### config.mk
export PLATFORM = sky130hd
export DESIGN_NAME = ccsg_top
export DESIGN_NICKNAME = d
export VERILOG_FILES = /design/src/logic/ccsg_top.v /design/src/logic/ccsg_clock_line.v /design/src/logic/ccsg_cell_reg.v
export VERILOG_INCLUDE_DIRS = /design/src /design/src/logic
export SDC_FILE = /design/constraint.sdc
export NUM_CORES = 1
export LEC_CHECK = 0
export BUFFER_PORTS_ARGS = -buffer_cell sky130_fd_sc_hd__buf_2
export CORE_MARGIN = 4
export CORE_UTILIZATION = 43
export DETAILED_ROUTE_END_ITERATION = 6
export GPL_TIMING_DRIVEN = 1
export PLACE_DENSITY = 0.7
export SLEW_MARGIN = 5
export SYNTH_ARGS = -nofsm -noshare
export SYNTH_HDL_FRONTEND = slang
export SYNTH_HIERARCHICAL = 1
export SYNTH_SLANG_ARGS = --single-unit
### constraint.sdc
create_clock -name i_clock -period 3.6 [get_ports i_clock]
set_clock_uncertainty 0.2 [all_clocks]
set_input_delay 0.54 -clock i_clock [delete_from_list [all_inputs] [get_ports i_clock]]
set_output_delay 0.54 -clock i_clock [all_outputs]
set_load 0.01 [all_outputs]
### src/logic/ccsg_regs.vh
// register map, field positions, reset values and counts for the cluster control generator
`ifndef CCSG_REGS_VH
`define CCSG_REGS_VH

`define CCSG_ADDR_W 5
`define CCSG_OFS_LINE_SEL 5'h00
`define CCSG_OFS_CTRL 5'h04
`define CCSG_OFS_CELL_LINE 5'h08
`define CCSG_OFS_CELL_OPT 5'h0C
`define CCSG_OFS_CHAIN 5'h10
`define CCSG_OFS_STATUS 5'h14

`define CCSG_ROW_CLOCKS 6
`define CCSG_CLOCK_LINES 3
`define CCSG_CELLS 8
`define CCSG_CELL_REGS 16
`define CCSG_MAX_CONTROLS 4'hB
`define CCSG_SRC_LOCAL 3'h6

`define CCSG_LINE_FIELD_W 4
`define CCSG_LINE_SRC_LSB 0
`define CCSG_LINE_FALL_BIT 3

`define CCSG_CTRL_LINE_EN_LSB 0
`define CCSG_CTRL_ALOAD_BIT 3
`define CCSG_CTRL_ACLR0_BIT 4
`define CCSG_CTRL_ACLR1_BIT 5
`define CCSG_CTRL_SCLR_BIT 6
`define CCSG_CTRL_SLOAD_BIT 7

`define CCSG_OPT_CLRSEL_LSB 0
`define CCSG_OPT_ALDSEL_LSB 16

`define CCSG_STAT_Q_LSB 0
`define CCSG_STAT_TICK_LSB 16
`define CCSG_STAT_ERR_BIT 19
`define CCSG_STAT_CNT_LSB 24

`define CCSG_RST_LINE_SEL 32'h0000_0000
`define CCSG_RST_CTRL 32'h0000_0000
`define CCSG_RST_CELL_LINE 32'h0000_0000
`define CCSG_RST_CELL_OPT 32'h0000_0000
`define CCSG_RST_CHAIN 32'h0000_0000

`endif

### src/logic/ccsg_top.v
// cluster control signal generator with its sixteen cell registers and register bus
// Function
// - the controller offers three clock lines, three gates, two async clears, one sync clear, one async load and one sync load, at most 11 active.
// - no more than two distinct source clocks may be in use across the three lines.
// - each clock line has its own gate and a register on a line always uses that line's gate.
// - using both edges of one source takes two clock lines.
// - a low gate stops its clock line so no register on it is clocked; gate zero is held open while the async load/preset is in use.
// - two independent async clears and one async load/preset reach the cell registers.
// - with load data high the async load sets the register to one as a preset.
// - while the async load/preset is in use gate zero is unavailable.
// - controls come from the six row clocks [5..0] and from local routing.
// - a chain path carries one cell register's output into the adjacent register.
// - eight logic cells share the controller for their register controls.
// - all cluster-wide controls reach the registers in every cell mode.
// - async load data comes from one of the cell's two upper data inputs.
//
// Chosen here: the register addresses and the Avalon-MM slave port.
`timescale 1ns/10ps
`include "ccsg_regs.vh"
module ccsg_top
(
  // clock and reset
  input wire i_clock,
  input wire i_rst_n,
  // avalon-mm slave
  input wire [`CCSG_ADDR_W-1:0] i_avs_address,
  input wire i_avs_read,
  input wire i_avs_write,
  input wire [31:0] i_avs_writedata,
  input wire [3:0] i_avs_byteenable,
  output reg [31:0] o_avs_readdata,
  output reg o_avs_waitrequest,
  // clock sources
  input wire [`CCSG_ROW_CLOCKS-1:0] i_row_clock,
  input wire [`CCSG_CLOCK_LINES-1:0] i_local_clock,
  // local routing controls
  input wire [`CCSG_CLOCK_LINES-1:0] i_cluster_clock_gate,
  input wire i_cluster_async_clear_0,
  input wire i_cluster_async_clear_1,
  input wire i_cluster_preset,
  input wire i_sync_clear,
  input wire i_sync_load,
  // cell data, two registers per logic cell
  input wire [`CCSG_CELL_REGS-1:0] i_cell_data,
  input wire [`CCSG_CELL_REGS-1:0] i_cell_datae,
  input wire [`CCSG_CELL_REGS-1:0] i_cell_dataf,
  // cell and line outputs
  output wire [`CCSG_CELL_REGS-1:0] o_cell_q,
  output wire [`CCSG_CLOCK_LINES-1:0] o_cluster_clock_line,
  output reg o_config_error_q
);

  localparam NL = `CCSG_CLOCK_LINES;
  localparam NR = `CCSG_CELL_REGS;

  reg [31:0] line_sel_q;
  reg [31:0] ctrl_q;
  reg [31:0] cell_line_q;
  reg [31:0] cell_opt_q;
  reg [31:0] chain_q;
  reg ack_q;

  wire [2:0] src0;
  wire [2:0] src1;
  wire [2:0] src2;
  wire [NL-1:0] line_en_cfg;
  wire [NL-1:0] line_en;
  wire [NL-1:0] line_source;
  wire [NL-1:0] line_fall;
  wire [NL-1:0] gate_eff;
  wire [NL-1:0] tick;
  wire three_sources;
  wire aload_use;
  wire aclr0;
  wire aclr1;
  wire aload;
  wire sclr;
  wire sload;
  wire [1:0] lines_on;
  wire [1:0] gates_on;
  wire [1:0] clears_on;
  wire [1:0] syncs_on;
  wire [3:0] active_count;
  wire req;
  wire [31:0] status_word;
  reg [31:0] rd_d;

  // avalon handshake: one wait cycle, then a single ready cycle
  assign req = i_avs_read | i_avs_write;

  function [31:0] merge_be;
    input [31:0] old_v;
    input [31:0] new_v;
    input [3:0] be;
    integer b;
    begin
      merge_be = old_v;
      for (b = 0; b < 4; b = b + 1)
        if (be[b])
          merge_be[b*8 +: 8] = new_v[b*8 +: 8];
    end
  endfunction

  always @(posedge i_clock or negedge i_rst_n)
  begin
    if (!i_rst_n)
    begin
      ack_q <= 1'b0;
      o_avs_waitrequest <= 1'b1;
      o_avs_readdata <= 32'h0000_0000;
    end
    else
    begin
      ack_q <= req & ~ack_q;
      // kept as its own flop so the pin is the inverse of the ack state without a gate behind it
      o_avs_waitrequest <= ~(req & ~ack_q);
      if (req & ~ack_q)
        o_avs_readdata <= i_avs_read ? rd_d : 32'h0000_0000;
    end
  end

  always @(posedge i_clock or negedge i_rst_n)
  begin
    if (!i_rst_n)
    begin
      line_sel_q <= `CCSG_RST_LINE_SEL;
      ctrl_q <= `CCSG_RST_CTRL;
      cell_line_q <= `CCSG_RST_CELL_LINE;
      cell_opt_q <= `CCSG_RST_CELL_OPT;
      chain_q <= `CCSG_RST_CHAIN;
    end
    else if (i_avs_write & ack_q)
    begin
      case (i_avs_address)
        `CCSG_OFS_LINE_SEL: line_sel_q <= merge_be(line_sel_q, i_avs_writedata, i_avs_byteenable);
        `CCSG_OFS_CTRL: ctrl_q <= merge_be(ctrl_q, i_avs_writedata, i_avs_byteenable);
        `CCSG_OFS_CELL_LINE: cell_line_q <= merge_be(cell_line_q, i_avs_writedata, i_avs_byteenable);
        `CCSG_OFS_CELL_OPT: cell_opt_q <= merge_be(cell_opt_q, i_avs_writedata, i_avs_byteenable);
        `CCSG_OFS_CHAIN: chain_q <= merge_be(chain_q, i_avs_writedata, i_avs_byteenable);
        default: ;
      endcase
    end
  end

  always @*
  begin
    case (i_avs_address)
      `CCSG_OFS_LINE_SEL: rd_d = line_sel_q;
      `CCSG_OFS_CTRL: rd_d = ctrl_q;
      `CCSG_OFS_CELL_LINE: rd_d = cell_line_q;
      `CCSG_OFS_CELL_OPT: rd_d = cell_opt_q;
      `CCSG_OFS_CHAIN: rd_d = {16'h0000, chain_q[15:0]};
      `CCSG_OFS_STATUS: rd_d = status_word;
      default: rd_d = 32'h0000_0000;
    endcase
  end

  // per-line source selection
  assign src0 = line_sel_q[`CCSG_LINE_SRC_LSB +: 3];
  assign src1 = line_sel_q[`CCSG_LINE_FIELD_W + `CCSG_LINE_SRC_LSB +: 3];
  assign src2 = line_sel_q[2*`CCSG_LINE_FIELD_W + `CCSG_LINE_SRC_LSB +: 3];
  assign line_en_cfg = ctrl_q[`CCSG_CTRL_LINE_EN_LSB +: NL];

  // same source on two lines counts once, so rising plus falling fits the limit
  assign three_sources = &line_en_cfg & (src0 != src1) & (src0 != src2) & (src1 != src2);
  // a third distinct source is refused by holding line 2 off
  assign line_en = {line_en_cfg[2] & ~three_sources, line_en_cfg[1:0]};

  function pick_source;
    input [2:0] sel;
    input [`CCSG_ROW_CLOCKS-1:0] rows;
    input local_clk;
    begin
      if (sel == `CCSG_SRC_LOCAL)
        pick_source = local_clk;
      else if (sel < 3'h6)
        pick_source = rows[sel];
      else
        pick_source = 1'b0;
    end
  endfunction

  assign line_source[0] = pick_source(src0, i_row_clock, i_local_clock[0]);
  assign line_source[1] = pick_source(src1, i_row_clock, i_local_clock[1]);
  assign line_source[2] = pick_source(src2, i_row_clock, i_local_clock[2]);

  assign line_fall[0] = line_sel_q[`CCSG_LINE_FALL_BIT];
  assign line_fall[1] = line_sel_q[`CCSG_LINE_FIELD_W + `CCSG_LINE_FALL_BIT];
  assign line_fall[2] = line_sel_q[2*`CCSG_LINE_FIELD_W + `CCSG_LINE_FALL_BIT];

  assign aload_use = ctrl_q[`CCSG_CTRL_ALOAD_BIT];
  // gate 0 shares its routing with the preset, so it is forced open then
  assign gate_eff = {i_cluster_clock_gate[2:1], i_cluster_clock_gate[0] | aload_use};

  genvar gl;
  generate
    for (gl = 0; gl < NL; gl = gl + 1)
    begin : g_line
      ccsg_clock_line u_line
      (
        .i_clock(i_clock),
        .i_rst_n(i_rst_n),
        .i_source(line_source[gl]),
        .i_falling(line_fall[gl]),
        .i_line_enable(line_en[gl]),
        .i_gate(gate_eff[gl]),
        .o_tick_q(tick[gl])
      );
    end
  endgenerate

  assign o_cluster_clock_line = tick;

  // controls only act when enabled in the control register
  assign aclr0 = i_cluster_async_clear_0 & ctrl_q[`CCSG_CTRL_ACLR0_BIT];
  assign aclr1 = i_cluster_async_clear_1 & ctrl_q[`CCSG_CTRL_ACLR1_BIT];
  assign aload = i_cluster_preset & aload_use;
  assign sclr = i_sync_clear & ctrl_q[`CCSG_CTRL_SCLR_BIT];
  assign sload = i_sync_load & ctrl_q[`CCSG_CTRL_SLOAD_BIT];

  // lines, usable gates, two clears, preset, sync clear, sync load
  assign lines_on = {1'b0, line_en[0]} + {1'b0, line_en[1]} + {1'b0, line_en[2]};
  // gate zero drops out of the count while its routing carries the preset
  assign gates_on = 2'h2 + {1'b0, ~aload_use};
  assign clears_on = {1'b0, ctrl_q[`CCSG_CTRL_ACLR0_BIT]} + {1'b0, ctrl_q[`CCSG_CTRL_ACLR1_BIT]};
  assign syncs_on = {1'b0, ctrl_q[`CCSG_CTRL_SCLR_BIT]} + {1'b0, ctrl_q[`CCSG_CTRL_SLOAD_BIT]};
  assign active_count = {2'b00, lines_on} + {2'b00, gates_on} + {2'b00, clears_on} + {2'b00, syncs_on}
    + {3'b000, aload_use};

  always @(posedge i_clock or negedge i_rst_n)
  begin
    if (!i_rst_n)
      o_config_error_q <= 1'b0;
    else
      o_config_error_q <= three_sources | (active_count > `CCSG_MAX_CONTROLS);
  end

  assign status_word = {4'h0, active_count, 4'h0, o_config_error_q, tick, o_cell_q};

  // each of the eight cells holds two registers, all fed from the shared controls
  genvar gr;
  generate
    for (gr = 0; gr < NR; gr = gr + 1)
    begin : g_cell
      wire [1:0] lsel;
      wire reg_tick;
      wire reg_aclr;
      wire reg_aldata;
      wire reg_d;
      assign lsel = cell_line_q[2*gr +: 2];
      // the line choice brings its own gate with it through the tick
      assign reg_tick = (lsel == 2'h0) ? tick[0] : (lsel == 2'h1) ? tick[1] : (lsel == 2'h2) ? tick[2] : 1'b0;
      assign reg_aclr = cell_opt_q[`CCSG_OPT_CLRSEL_LSB + gr] ? aclr1 : aclr0;
      assign reg_aldata = cell_opt_q[`CCSG_OPT_ALDSEL_LSB + gr] ? i_cell_dataf[gr] : i_cell_datae[gr];
      if (gr == 0)
      begin : g_head
        assign reg_d = i_cell_data[gr];
      end
      else
      begin : g_link
        assign reg_d = chain_q[gr] ? o_cell_q[gr-1] : i_cell_data[gr];
      end
      ccsg_cell_reg u_reg
      (
        .i_clock(i_clock),
        .i_rst_n(i_rst_n),
        .i_tick(reg_tick),
        .i_async_clear(reg_aclr),
        .i_async_load(aload),
        .i_sync_clear(sclr),
        .i_sync_load(sload),
        .i_data(reg_d),
        .i_async_load_data(reg_aldata),
        .o_q(o_cell_q[gr])
      );
    end
  endgenerate

endmodule // ccsg_top

### src/logic/ccsg_clock_line.v
// one cluster clock line: edge pick on the chosen source, gated by its linked enable
`timescale 1ns/10ps
module ccsg_clock_line
(
  // clock and reset
  input wire i_clock,
  input wire i_rst_n,
  // source and control
  input wire i_source,
  input wire i_falling,
  input wire i_line_enable,
  input wire i_gate,
  // line activity
  output reg o_tick_q
);

  reg level_q;
  wire edge_seen;

  assign edge_seen = i_falling ? (level_q & ~i_source) : (~level_q & i_source);

  always @(posedge i_clock or negedge i_rst_n)
  begin
    if (!i_rst_n)
    begin
      level_q <= 1'b0;
      o_tick_q <= 1'b0;
    end
    else
    begin
      level_q <= i_source;
      // a low gate stops the line altogether
      o_tick_q <= i_line_enable & i_gate & edge_seen;
    end
  end

endmodule // ccsg_clock_line

### src/logic/ccsg_cell_reg.v
// one logic cell register driven by the shared cluster controls
`timescale 1ns/10ps
module ccsg_cell_reg
(
  // clock and reset
  input wire i_clock,
  input wire i_rst_n,
  // cluster-wide controls
  input wire i_tick,
  input wire i_async_clear,
  input wire i_async_load,
  input wire i_sync_clear,
  input wire i_sync_load,
  // data
  input wire i_data,
  input wire i_async_load_data,
  // register output
  output reg o_q
);

  always @(posedge i_clock or negedge i_rst_n)
  begin
    if (!i_rst_n)
      o_q <= 1'b0;
    else if (i_async_clear)
      o_q <= 1'b0;
    else if (i_async_load)
      // tied-high load data turns this into a preset
      o_q <= i_async_load_data;
    else if (i_tick)
    begin
      if (i_sync_clear)
        o_q <= 1'b0;
      else if (i_sync_load)
        o_q <= i_async_load_data;
      else
        o_q <= i_data;
    end
  end

endmodule // ccsg_cell_reg

==> out/metrics.yaml, run 1 <==
outcome: "finished, violations left"
failed_checks: "hold timing"
synthTopCellsByArea: "dfrtp_1, mux2_2, mux2i_1"
first_global_vias: 8513
clk_pin_slew_ns: 0.06
synth_top_family_by_area: "multiplexers"
most-common-layout-cells: "dfrtp_1, mux2_2, buf_2"
synth_warnings: 6
drt-wirelength-per-cell_microns: 23.9
r2r_slack_ns: 0.11
synth.area.mux_share: 0.256
grt_pass1_wl_microns: 52100
cts_tree: "built"
insertion_delay_ns: 0.50
vias: 8409
areaGrowthSynthToFinish_pct: 18.9
drt_iter0_markers: 890
io_pins: 163
cp_max_fo: 2
synth_xor_area_frac: 0.00819
yosys_most_used_dff: "dfrtp_1"
tightest_slew_ns: 1.06
synth_cells: 905
whs_ns: -0.0190
yosys.area_share.simple: 0.102
synth_largest_area_cell: "dfrtp_1"
routed_via_density: 5.91
wl_met3_microns: 2980
htreeDepth: 1
max_stage_delay_ns: 0.50
vdd_drop_max_mv: 0.440
setup_viol: 0
period_share: 0.969
leakage_nw: 5.83
cts.sinks: 201
regToRegEndpoint: "o_avs_readdata[26]"
reg2reg_from: "ctrl_q[4]"
routed_wirelength_microns: 34000
netlist_area_sq_mm: 0.0107
critPathKind: "flop to flop"
worstSetupEndpointType: "flop"
place.gp.congestion: 0.882
synth_area_per_cell_sq_um: 11.8
async_reset_ff_frac: 1.00
num_antenna_cells: 0
hold_viol_final: 27
crit_top_cell: "fa_1"
gr-total-overflow: 0
synth_nets: 1024
synth-seq-cells: 201
initial_core_util: 0.438
relSlewSlack: 0.297
drt_pass1_iterations: 5
layout_commonest_cell: "dfrtp_1"
yosys.area_share.adder: 0.0140
root_buffer: "clkbuf_16"
numCtsBuffers: 23
route.detailed.drc: 0
nFillCells: 2181
grt_max_degree: 108
port_buffers: 162
drt-met1-wl_microns: 14200
num_rows: 57
die_y_microns: 166
wl_met2_microns: 15900
synth_edf_count: 0
antenna_found_initial: 1
synth_compound_area_frac: 0.120
layout_min_cycle_time_ns: 3.49
rr_worst_depth: 9
required_ns: 3.79
startpoint: "ctrl_q[4]"
hp-class: "input port to asynchronous set/reset pin"
cp.arrival_ns: 3.68
powerDensity_mw_per_mm2: 484
path_cells: "fa_1 > fa_1 > inv_1 > fa_1 > fa_2 > fa_2 > xnor2_2 > nor3_1 > a221o_1"
final_max_slew_viol_count: 0
rsz0062_at_grt: "no"
hpwl_microns: 24600
clk_path_buf_depth: 3
core_area_sq_mm: 0.0244
drive_gt1_frac: 0.451
synth_top_area_share: 0.468
synth_cell_types: 47
ant_nets: 0
fin_nets: 1203
maxCapViolCount: 0
post-place-ws_ns: -0.0659
highest_layer: "met5"
fin_ws_ns: 0.111
postCtsHoldBufs: 0
grt_use_total: 0.241
dieArea_sq_mm: 0.0275
dieWidth_microns: 166
max_freq_mhz: 287
cpMaxStageDelayCell: "fa_1"
fin_util: 0.521
ys_seq_area_frac: 0.471
setup.worst_path.start_class: "flop"
==> power by group <==
part	leakage [nW]	switching, mW	internal, mW
registers	2.71	0.296	2.51
clock network	0.342	0.920	1.24
logic	2.77	0.585	0.600
total	5.83	1.80	4.35
==> layout make-up <==
| class | instances | area [sq um] | share of cell area |
|---|---|---|---|
| multi-input cells | 628 | 5360 | 0.422 |
| inverters | 31 | 116 | 0.00915 |
| clock buffers | 32 | 639 | 0.0503 |
| well taps | 324 | 405 | 0.0319 |
| flip-flops and latches | 201 | 5030 | 0.396 |
| clock inverters | 7 | 41.3 | 0.00325 |
| repair buffers | 199 | 1120 | 0.0883 |
==> flip-flops by register name (all words and copies together), names as in the netlist <==
register,flops
cell_line_q,32
cell_opt_q,32
ctrl_q,32
line_sel_q,32
o_avs_readdata,32
chain_q,16
g_cell.u_reg/o_q,16
g_line.u_line/level_q,3
g_line.u_line/o_tick_q,3
ack_q,1
o_avs_waitrequest,1
o_config_error_q,1
==> synthesized netlist by cell type, types with 2 or more instances <==
cell type and instances:
dfrtp_1 200, mux2_2 199, nand2_1 65, a21oi_1 50, inv_1 31, nor2_1 30, o21ai_0 30, clkbuf_1 29
mux2i_1 29, a22oi_1 28, o221ai_1 17, or3_1 17, a211oi_2 16, nor2_4 16, a221oi_1 15, buf_2 11
nand3_1 11, o22ai_1 11, xnor2_1 10, and2_1 9, mux4_2 9, nand3b_1 8, nor2_2 7, and3_1 5
fa_1 5, a31oi_1 4, ha_1 4, nor3_4 4, a21oi_2 3, a221o_1 3, a2bb2oi_1 3, buf_1 3
nor2b_1 3, or3b_1 3, buf_6 2, nor3_1 2, nor4_1 2, or2_2 2
==> worst max-delay path: cells and delay by family, from the launching register on <==
family	cells	cell delay (ns)
DFF	1	0.40
and+or+nand+nor	1	0.08
xor gates and xnor gates	1	0.15
adders and majority gates	5	2.19
buffers and inverters	1	0.05
AOI/OAI and AO/OA	1	0.30
==> logic make-up after synthesis <==
| family | count (synthesis) |
|---|---|
| mux | 237 |
| flops | 201 |
| simple gates | 190 |
| compound gates | 182 |
| buf+inv | 76 |
| xor+xnor | 10 |
| fa+ha+maj | 9 |
==> metal layers <==
metal / vias to the layer above / track usage
met5: - / 0
met2: 385 / 0.388
met1: 4264 / 0.334
met3: 63 / 0.0515
met4: 2 / 0.0635
li1: 3695 / -
==> worst max-delay path by stage <==
stage	end	slack, ns	cells past startpoint
2_1_floorplan	o_avs_readdata[26]	0.08	9
3_3_place_gp	o_avs_readdata[26]	-0.007	9
3_5_place_dp	o_avs_readdata[26]	-0.07	9
4_1_cts	o_avs_readdata[26]	0.0007	9
5_1_grt	o_avs_readdata[26]	0.04	9
6_report	o_avs_readdata[26]	0.11	9
==> stage by stage <==
step           instances  instance area, sq um  total power [mW]  TNS [ns]  hold slack (ns)
3_5_place_dp        1382                 12000              4.00   -0.0659            0.271
4_1_cts             1421                 12700              6.17         0          0.00589
6_report            1422                 12700              6.15         0          -0.0190
3_3_place_gp        1382                 12000              3.97  -0.00717            0.268
2_1_floorplan        905                 10700              3.47         0           0.0444
5_1_grt             1422                 12700              6.42         0           0.0366
==> timing repair <==
action / in CTS / in global routing
buffers inserted: 0 / 1
pin swaps: 3 / 3
gates resized for setup: 3 / 0
setup endpoints to repair: 1 / 1
No activity file was read; power rests on OpenSTA's default activity.
==> run 2: changes to the inputs <==
CTS_BUF_LIST = sky130_fd_sc_hd__clkbuf_8   (was default)
==> run 2 against run 1 <==
  * The run ends with DRC left
  * Count of clock-buffer cells in the layout grew 12
  * Design area about the same
  * Combinational power hardly changed
  * Fmax fell by 0.14%
  * Largest power group unchanged
==> out/metrics.yaml, run 2 (synthesis gave the netlist of run 1 again) <==
dieArea_sq_mm: 0.0275
path_cells: "fa_1 > fa_1 > inv_1 > fa_1 > fa_2 > fa_2 > xnor2_2 > nor3_1 > a221o_1"
nFillCells: 2190
leakage_nw: 5.88
swShare: 0.299
routed_via_density: 5.86
clk_path_buf_depth: 3
cp_max_fo: 2
route.detailed.drc: 2
failed_checks: "DRC"
most-common-layout-cells: "dfrtp_1, mux2_2, buf_2"
vias: 8450
pwr-share-seq: 0.469
drt-wirelength-per-cell_microns: 23.6
numCtsBuffers: 36
io_pins: 163
hold_viol_final: 0
hpwl_microns: 24600
max_freq_mhz: 286
cpLargestDelayFamily: "adder cells"
p_int_mw: 4.20
grt_use_total: 0.241
cts_tree: "built"
root_buffer: "clkbuf_8"
final_area_sq_mm: 0.0127
drive_gt1_frac: 0.454
tightest_slew_ns: 1.06
cp.arrival_ns: 3.67
first_global_vias: 8630
num_rows: 57
drt-met1-wl_microns: 14000
multi_input_area_sq_mm: 0.00536
placed_area_sq_mm: 0.0120
drt_pass1_iterations: 7
rsz0062_at_grt: "no"
die_y_microns: 166
worst-path-buf-inv: 1
clk_pin_slew_ns: 0.06
layout_commonest_cell: "dfrtp_1"
outcome: "finished, violations left"
antenna_found_initial: 1
cpMaxStageDelayCell: "fa_1"
core_area_sq_mm: 0.0244
max_stage_delay_ns: 0.50
routed_wirelength_microns: 34000
fin_util: 0.521
gr-total-overflow: 0
relSlewSlack: 0.285
drt_iter0_markers: 762
powerDensity_mw_per_mm2: 472
highest_layer: "met5"
hp-class: "input port to flop"
required_ns: 3.78
ant_nets: 0
grt_pass1_wl_microns: 51900
port_buffers: 162
insertion_delay_ns: 0.52
dieWidth_microns: 166
place.gp.congestion: 0.882
cts.sinks: 201
critPathKind: "flop to flop"
register_area_sq_mm: 0.00503
htreeDepth: 2
fin_nets: 1216
crit_top_cell: "fa_1"
wl_met2_microns: 15700
initial_core_util: 0.438
maxCapViolCount: 0
worstSetupEndpointType: "flop"
p_comb_frac: 0.196
layout_min_cycle_time_ns: 3.49
setup.worst_path.start_class: "flop"
num_antenna_cells: 0
setup_viol: 0
areaGrowthSynthToFinish_pct: 18.8
grt_max_degree: 108
vdd_drop_max_mv: 0.343
power_frac_clock: 0.335
post_cts_buffers: 0
p_sw_mw: 1.79
period_share: 0.971
final_max_slew_viol_count: 0
wl_met3_microns: 3040
-- run 2: final cells by class --
type,count,share of cell area
multi-input combinational,628,0.422
timing repair buffer,199,0.0885
tap,324,0.0319
clock buffer,44,0.0477
inverter,31,0.00916
clock inverter,15,0.00473
sequential,201,0.396
-- run 2: metal layers --
metal,vias to the layer above,GRT usage
li1,3737,-
met1,4257,0.326
met2,383,0.380
met3,71,0.0555
met4,2,0.0936
met5,-,0
-- run 2: path summary, 6_finish.rpt --
check	cells after the start	from	slack (ns)	end
max	9	ctrl_q[4]	0.11	o_avs_readdata[26]
min	3	i_cluster_clock_gate[2]	0.05	g_line[2].u_line/o_tick_q
max reg2reg	9	ctrl_q[4]	0.11	o_avs_readdata[26]
min reg2reg	2	o_avs_readdata[22]	0.28	o_avs_readdata[22]
max in group asynchronous	3	i_rst_n	1.87	o_avs_readdata[10]
min in group asynchronous	2	i_rst_n	0.56	g_cell[3].u_reg/o_q
-- run 2: stage by stage --
step,TNS (ns),setup slack [ns],hold slack (ns),power (mW),cells
CTS,0,0.0433,0.0291,6.03,1442
global placement,-0.00717,-0.00717,0.268,3.97,1382
floorplan,0,0.0758,0.0444,3.47,905
detailed placement,-0.0659,-0.0659,0.271,4.00,1382
finish,0,0.106,0.0506,6.00,1442
global route,0,0.0225,0.0593,6.26,1442
-- run 2: power by group through the flow --
stage                     clock [mW]  combinational, mW  sequential [mW]
after floorplan                    0              0.695             2.77
after global placement             0               1.14             2.83
after detailed placement           0               1.16             2.84
after CTS                       2.05               1.18             2.80
after global routing            2.15               1.28             2.84
final                           2.01               1.17             2.81
-- run 2: timing repair --
item | in CTS | in global routing
hold endpoints to repair | 13 | 0
hold buffers | 1 | 0
pin swaps | 4 | 2
gates resized for setup | 3 | 0
endpoints found under the setup margin | 1 | 1
-- run 2: worst reg2reg max path, delay by kind of cell, from the launching register on --
family / cells / cell delay, ns
buffers and inverters: 1 / 0.05
XOR/XNOR: 1 / 0.14
adder cells (fa/ha/maj): 5 / 2.20
AO/OA/AOI/OAI: 1 / 0.30
AND/OR/NAND/NOR: 1 / 0.08
flip-flops: 1 / 0.40
==> run 3: changes to the inputs <==
SYNTH_HIERARCHICAL = default   (was 1)
==> run 3 against run 2 <==
  * Combinational power fell by 11%
  * The flow now finishes without violations
  * Fmax rose by 1.9%
  * Sequential cell count stayed put
  * Hold slack gained 0.052 ns
  * Final cell count shrank 3.8%
  * Setup slack better by 0.066 ns
  * Critical endpoint unchanged
  * Critical path depth increased by 4
  * Die area is 1.1% lower
==> out/metrics.yaml, run 3 <==
place.gp.congestion: 0.890
leakage_nw: 6.17
gr-total-overflow: 0
maxCapViolCount: 0
async_reset_ff_frac: 1.00
yosys_most_used_dff: "dfrtp_1"
fin_nets: 1158
route.detailed.drc: 0
ant_nets: 0
cts.sinks: 201
relSlewSlack: 0.263
hold_viol_final: 0
core_area_sq_mm: 0.0242
first_global_vias: 8308
final_max_slew_viol_count: 0
io_pins: 163
dieArea_sq_mm: 0.0271
synth_top_area_share: 0.474
grt_pass1_wl_microns: 49500
hpwl_microns: 23300
grt_use_total: 0.241
dieWidth_microns: 165
drive_gt1_frac: 0.380
layout_min_cycle_time_ns: 3.43
synth_cells: 881
synth_edf_count: 0
cp.arrival_ns: 3.63
netlist_area_sq_mm: 0.0106
routed_via_density: 5.85
synth_nets: 1000
rr_worst_depth: 13
most-common-layout-cells: "dfrtp_1, buf_2, mux2_2"
root_buffer: "clkbuf_8"
swShare: 0.295
htreeDepth: 2
pwr-share-seq: 0.462
yosysMostFrequentCell: "dfrtp_1"
p_sw_mw: 1.75
p_int_mw: 4.18
period_share: 0.952
port_buffers: 162
drt_pass1_iterations: 5
synth_cell_types: 55
outcome: "finished, final reports clean"
drt_iter0_markers: 554
powerDensity_mw_per_mm2: 477
p_comb_frac: 0.176
critPathKind: "flop to flop"
yosys-top-cells-count: "dfrtp_1, mux2_2, mux2i_1, mux2_4, o21ai_0"
numCtsBuffers: 37
required_ns: 3.81
tightest_slew_ns: 1.10
min_delay_path_depth: 2
die_y_microns: 165
synth-seq-cells: 201
fin_util: 0.513
layout_commonest_cell: "dfrtp_1"
areaGrowthSynthToFinish_pct: 17.7
insertion_delay_ns: 0.53
cts_tree: "built"
drt-wirelength-per-cell_microns: 23.6
clk_pin_slew_ns: 0.06
whs_ns: 0.102
synthTopCellsByArea: "dfrtp_1, mux2_2, mux2_4"
synth_area_per_cell_sq_um: 12.0
grt_max_degree: 130
clk_path_buf_depth: 3
vdd_drop_max_mv: 0.200
hp-class: "input port to flop"
power_frac_clock: 0.363
placed_area_sq_mm: 0.0116
vias: 8115
setup_viol: 0
setup.worst_path.start_class: "flop"
ys_seq_area_frac: 0.476
synth_warnings: 0
cp_max_fo: 3
setup_tns_ns: 0
worstSetupEndpointType: "flop"
num_rows: 57
routed_wirelength_microns: 32700
synth_largest_area_cell: "dfrtp_1"
initial_core_util: 0.436
rsz0062_at_grt: "no"
antenna_found_initial: 4
max_freq_mhz: 292
final_area_sq_mm: 0.0124
==> run 3: cell count changes after synthesis, sizes merged, moves of 16 or more <==
cell	delta
nor2	-24
nand2	-20
mux2	-57
mux2i	+24
inv	-21
o21ai	+17
nor2b	+16
buf	+28
==> run 3: cell families after synthesis <==
logic type                 count (synthesis)  share of synthesized area
AOI/OAI and AO/OA                        241                      0.155
DFF                                      201                      0.476
muxes                                    198                      0.225
and+or+nand+nor                          131                     0.0742
buffers and inverters                     89                     0.0461
xor gates and xnor gates                  12                    0.00995
adders and majority gates                  9                     0.0135
==> run 3: worst max-delay path: stages, from the launching register on <==
cell and delay, ns:
dfrtp_1 0.41, xor2_1 0.16, nor3_1 0.07, a31oi_1 0.14, o311a_1 0.24, nor2b_2 0.06
fa_2 0.57, ha_4 0.22, mux2i_4 0.19, fa_2 0.42, xor2_2 0.17, a31oi_1 0.17
o21ai_0 0.09, a22o_1 0.20
==> run 3: what timing repair did <==
action,CTS,global route
setup endpoints to repair,0,2
setup buffers,0,2
resized for setup,0,9
hold buffers,1,0
hold endpoints to repair,30,0
==> run 3: per-stage QoR <==
stage	total power, mW	setup WS, ns	instances
after floorplan	3.36	0.143	881
after global placement	3.74	0.121	1321
after detailed placement	3.77	0.0113	1321
after CTS	5.92	0.0191	1384
after global routing	6.19	0.0153	1387
final	5.93	0.171	1387
==> run 3: layer usage <==
layer  wire [microns]  vias up  global-route usage
met5               34        -                   0
li1                 -     3597                   -
met3             2930       65              0.0621
met2            15000      375               0.369
met4              904        6              0.0817
met1            13800     4072               0.334
==> run 3: path summary, 6_finish.rpt <==
path                                          start                 end  slack (ns)
worst max-delay path                  line_sel_q[0]  o_avs_readdata[26]        0.17
worst min-delay path            i_avs_writedata[21]      cell_opt_q[21]        0.10
worst min register to register   o_avs_readdata[30]  o_avs_readdata[30]        0.27
worst max register to register        line_sel_q[0]  o_avs_readdata[26]        0.17
max in group asynchronous                   i_rst_n          ctrl_q[18]        1.88
min in group asynchronous                   i_rst_n      cell_line_q[5]        0.28
==> run 3: power by group through the flow <==
stage | clock, mW | combinational [mW] | sequential, mW
global route | 2.29 | 1.13 | 2.76
CTS | 2.19 | 1.01 | 2.73
floorplan | 0 | 0.681 | 2.68
global placement | 0 | 0.982 | 2.76
detailed placement | 0 | 1.00 | 2.77
finish | 2.15 | 1.04 | 2.74
==> run 3: final cells by class <==
class | instances | area (sq um)
inverter | 10 | 37.5
sequential | 201 | 5030
antenna | 1 | 2.50
clock inverter | 20 | 133
clock buffer | 42 | 578
multi-input combinational | 591 | 5120
fill | 2204 | 11800
timing repair buffer | 198 | 1130
tap | 324 | 405
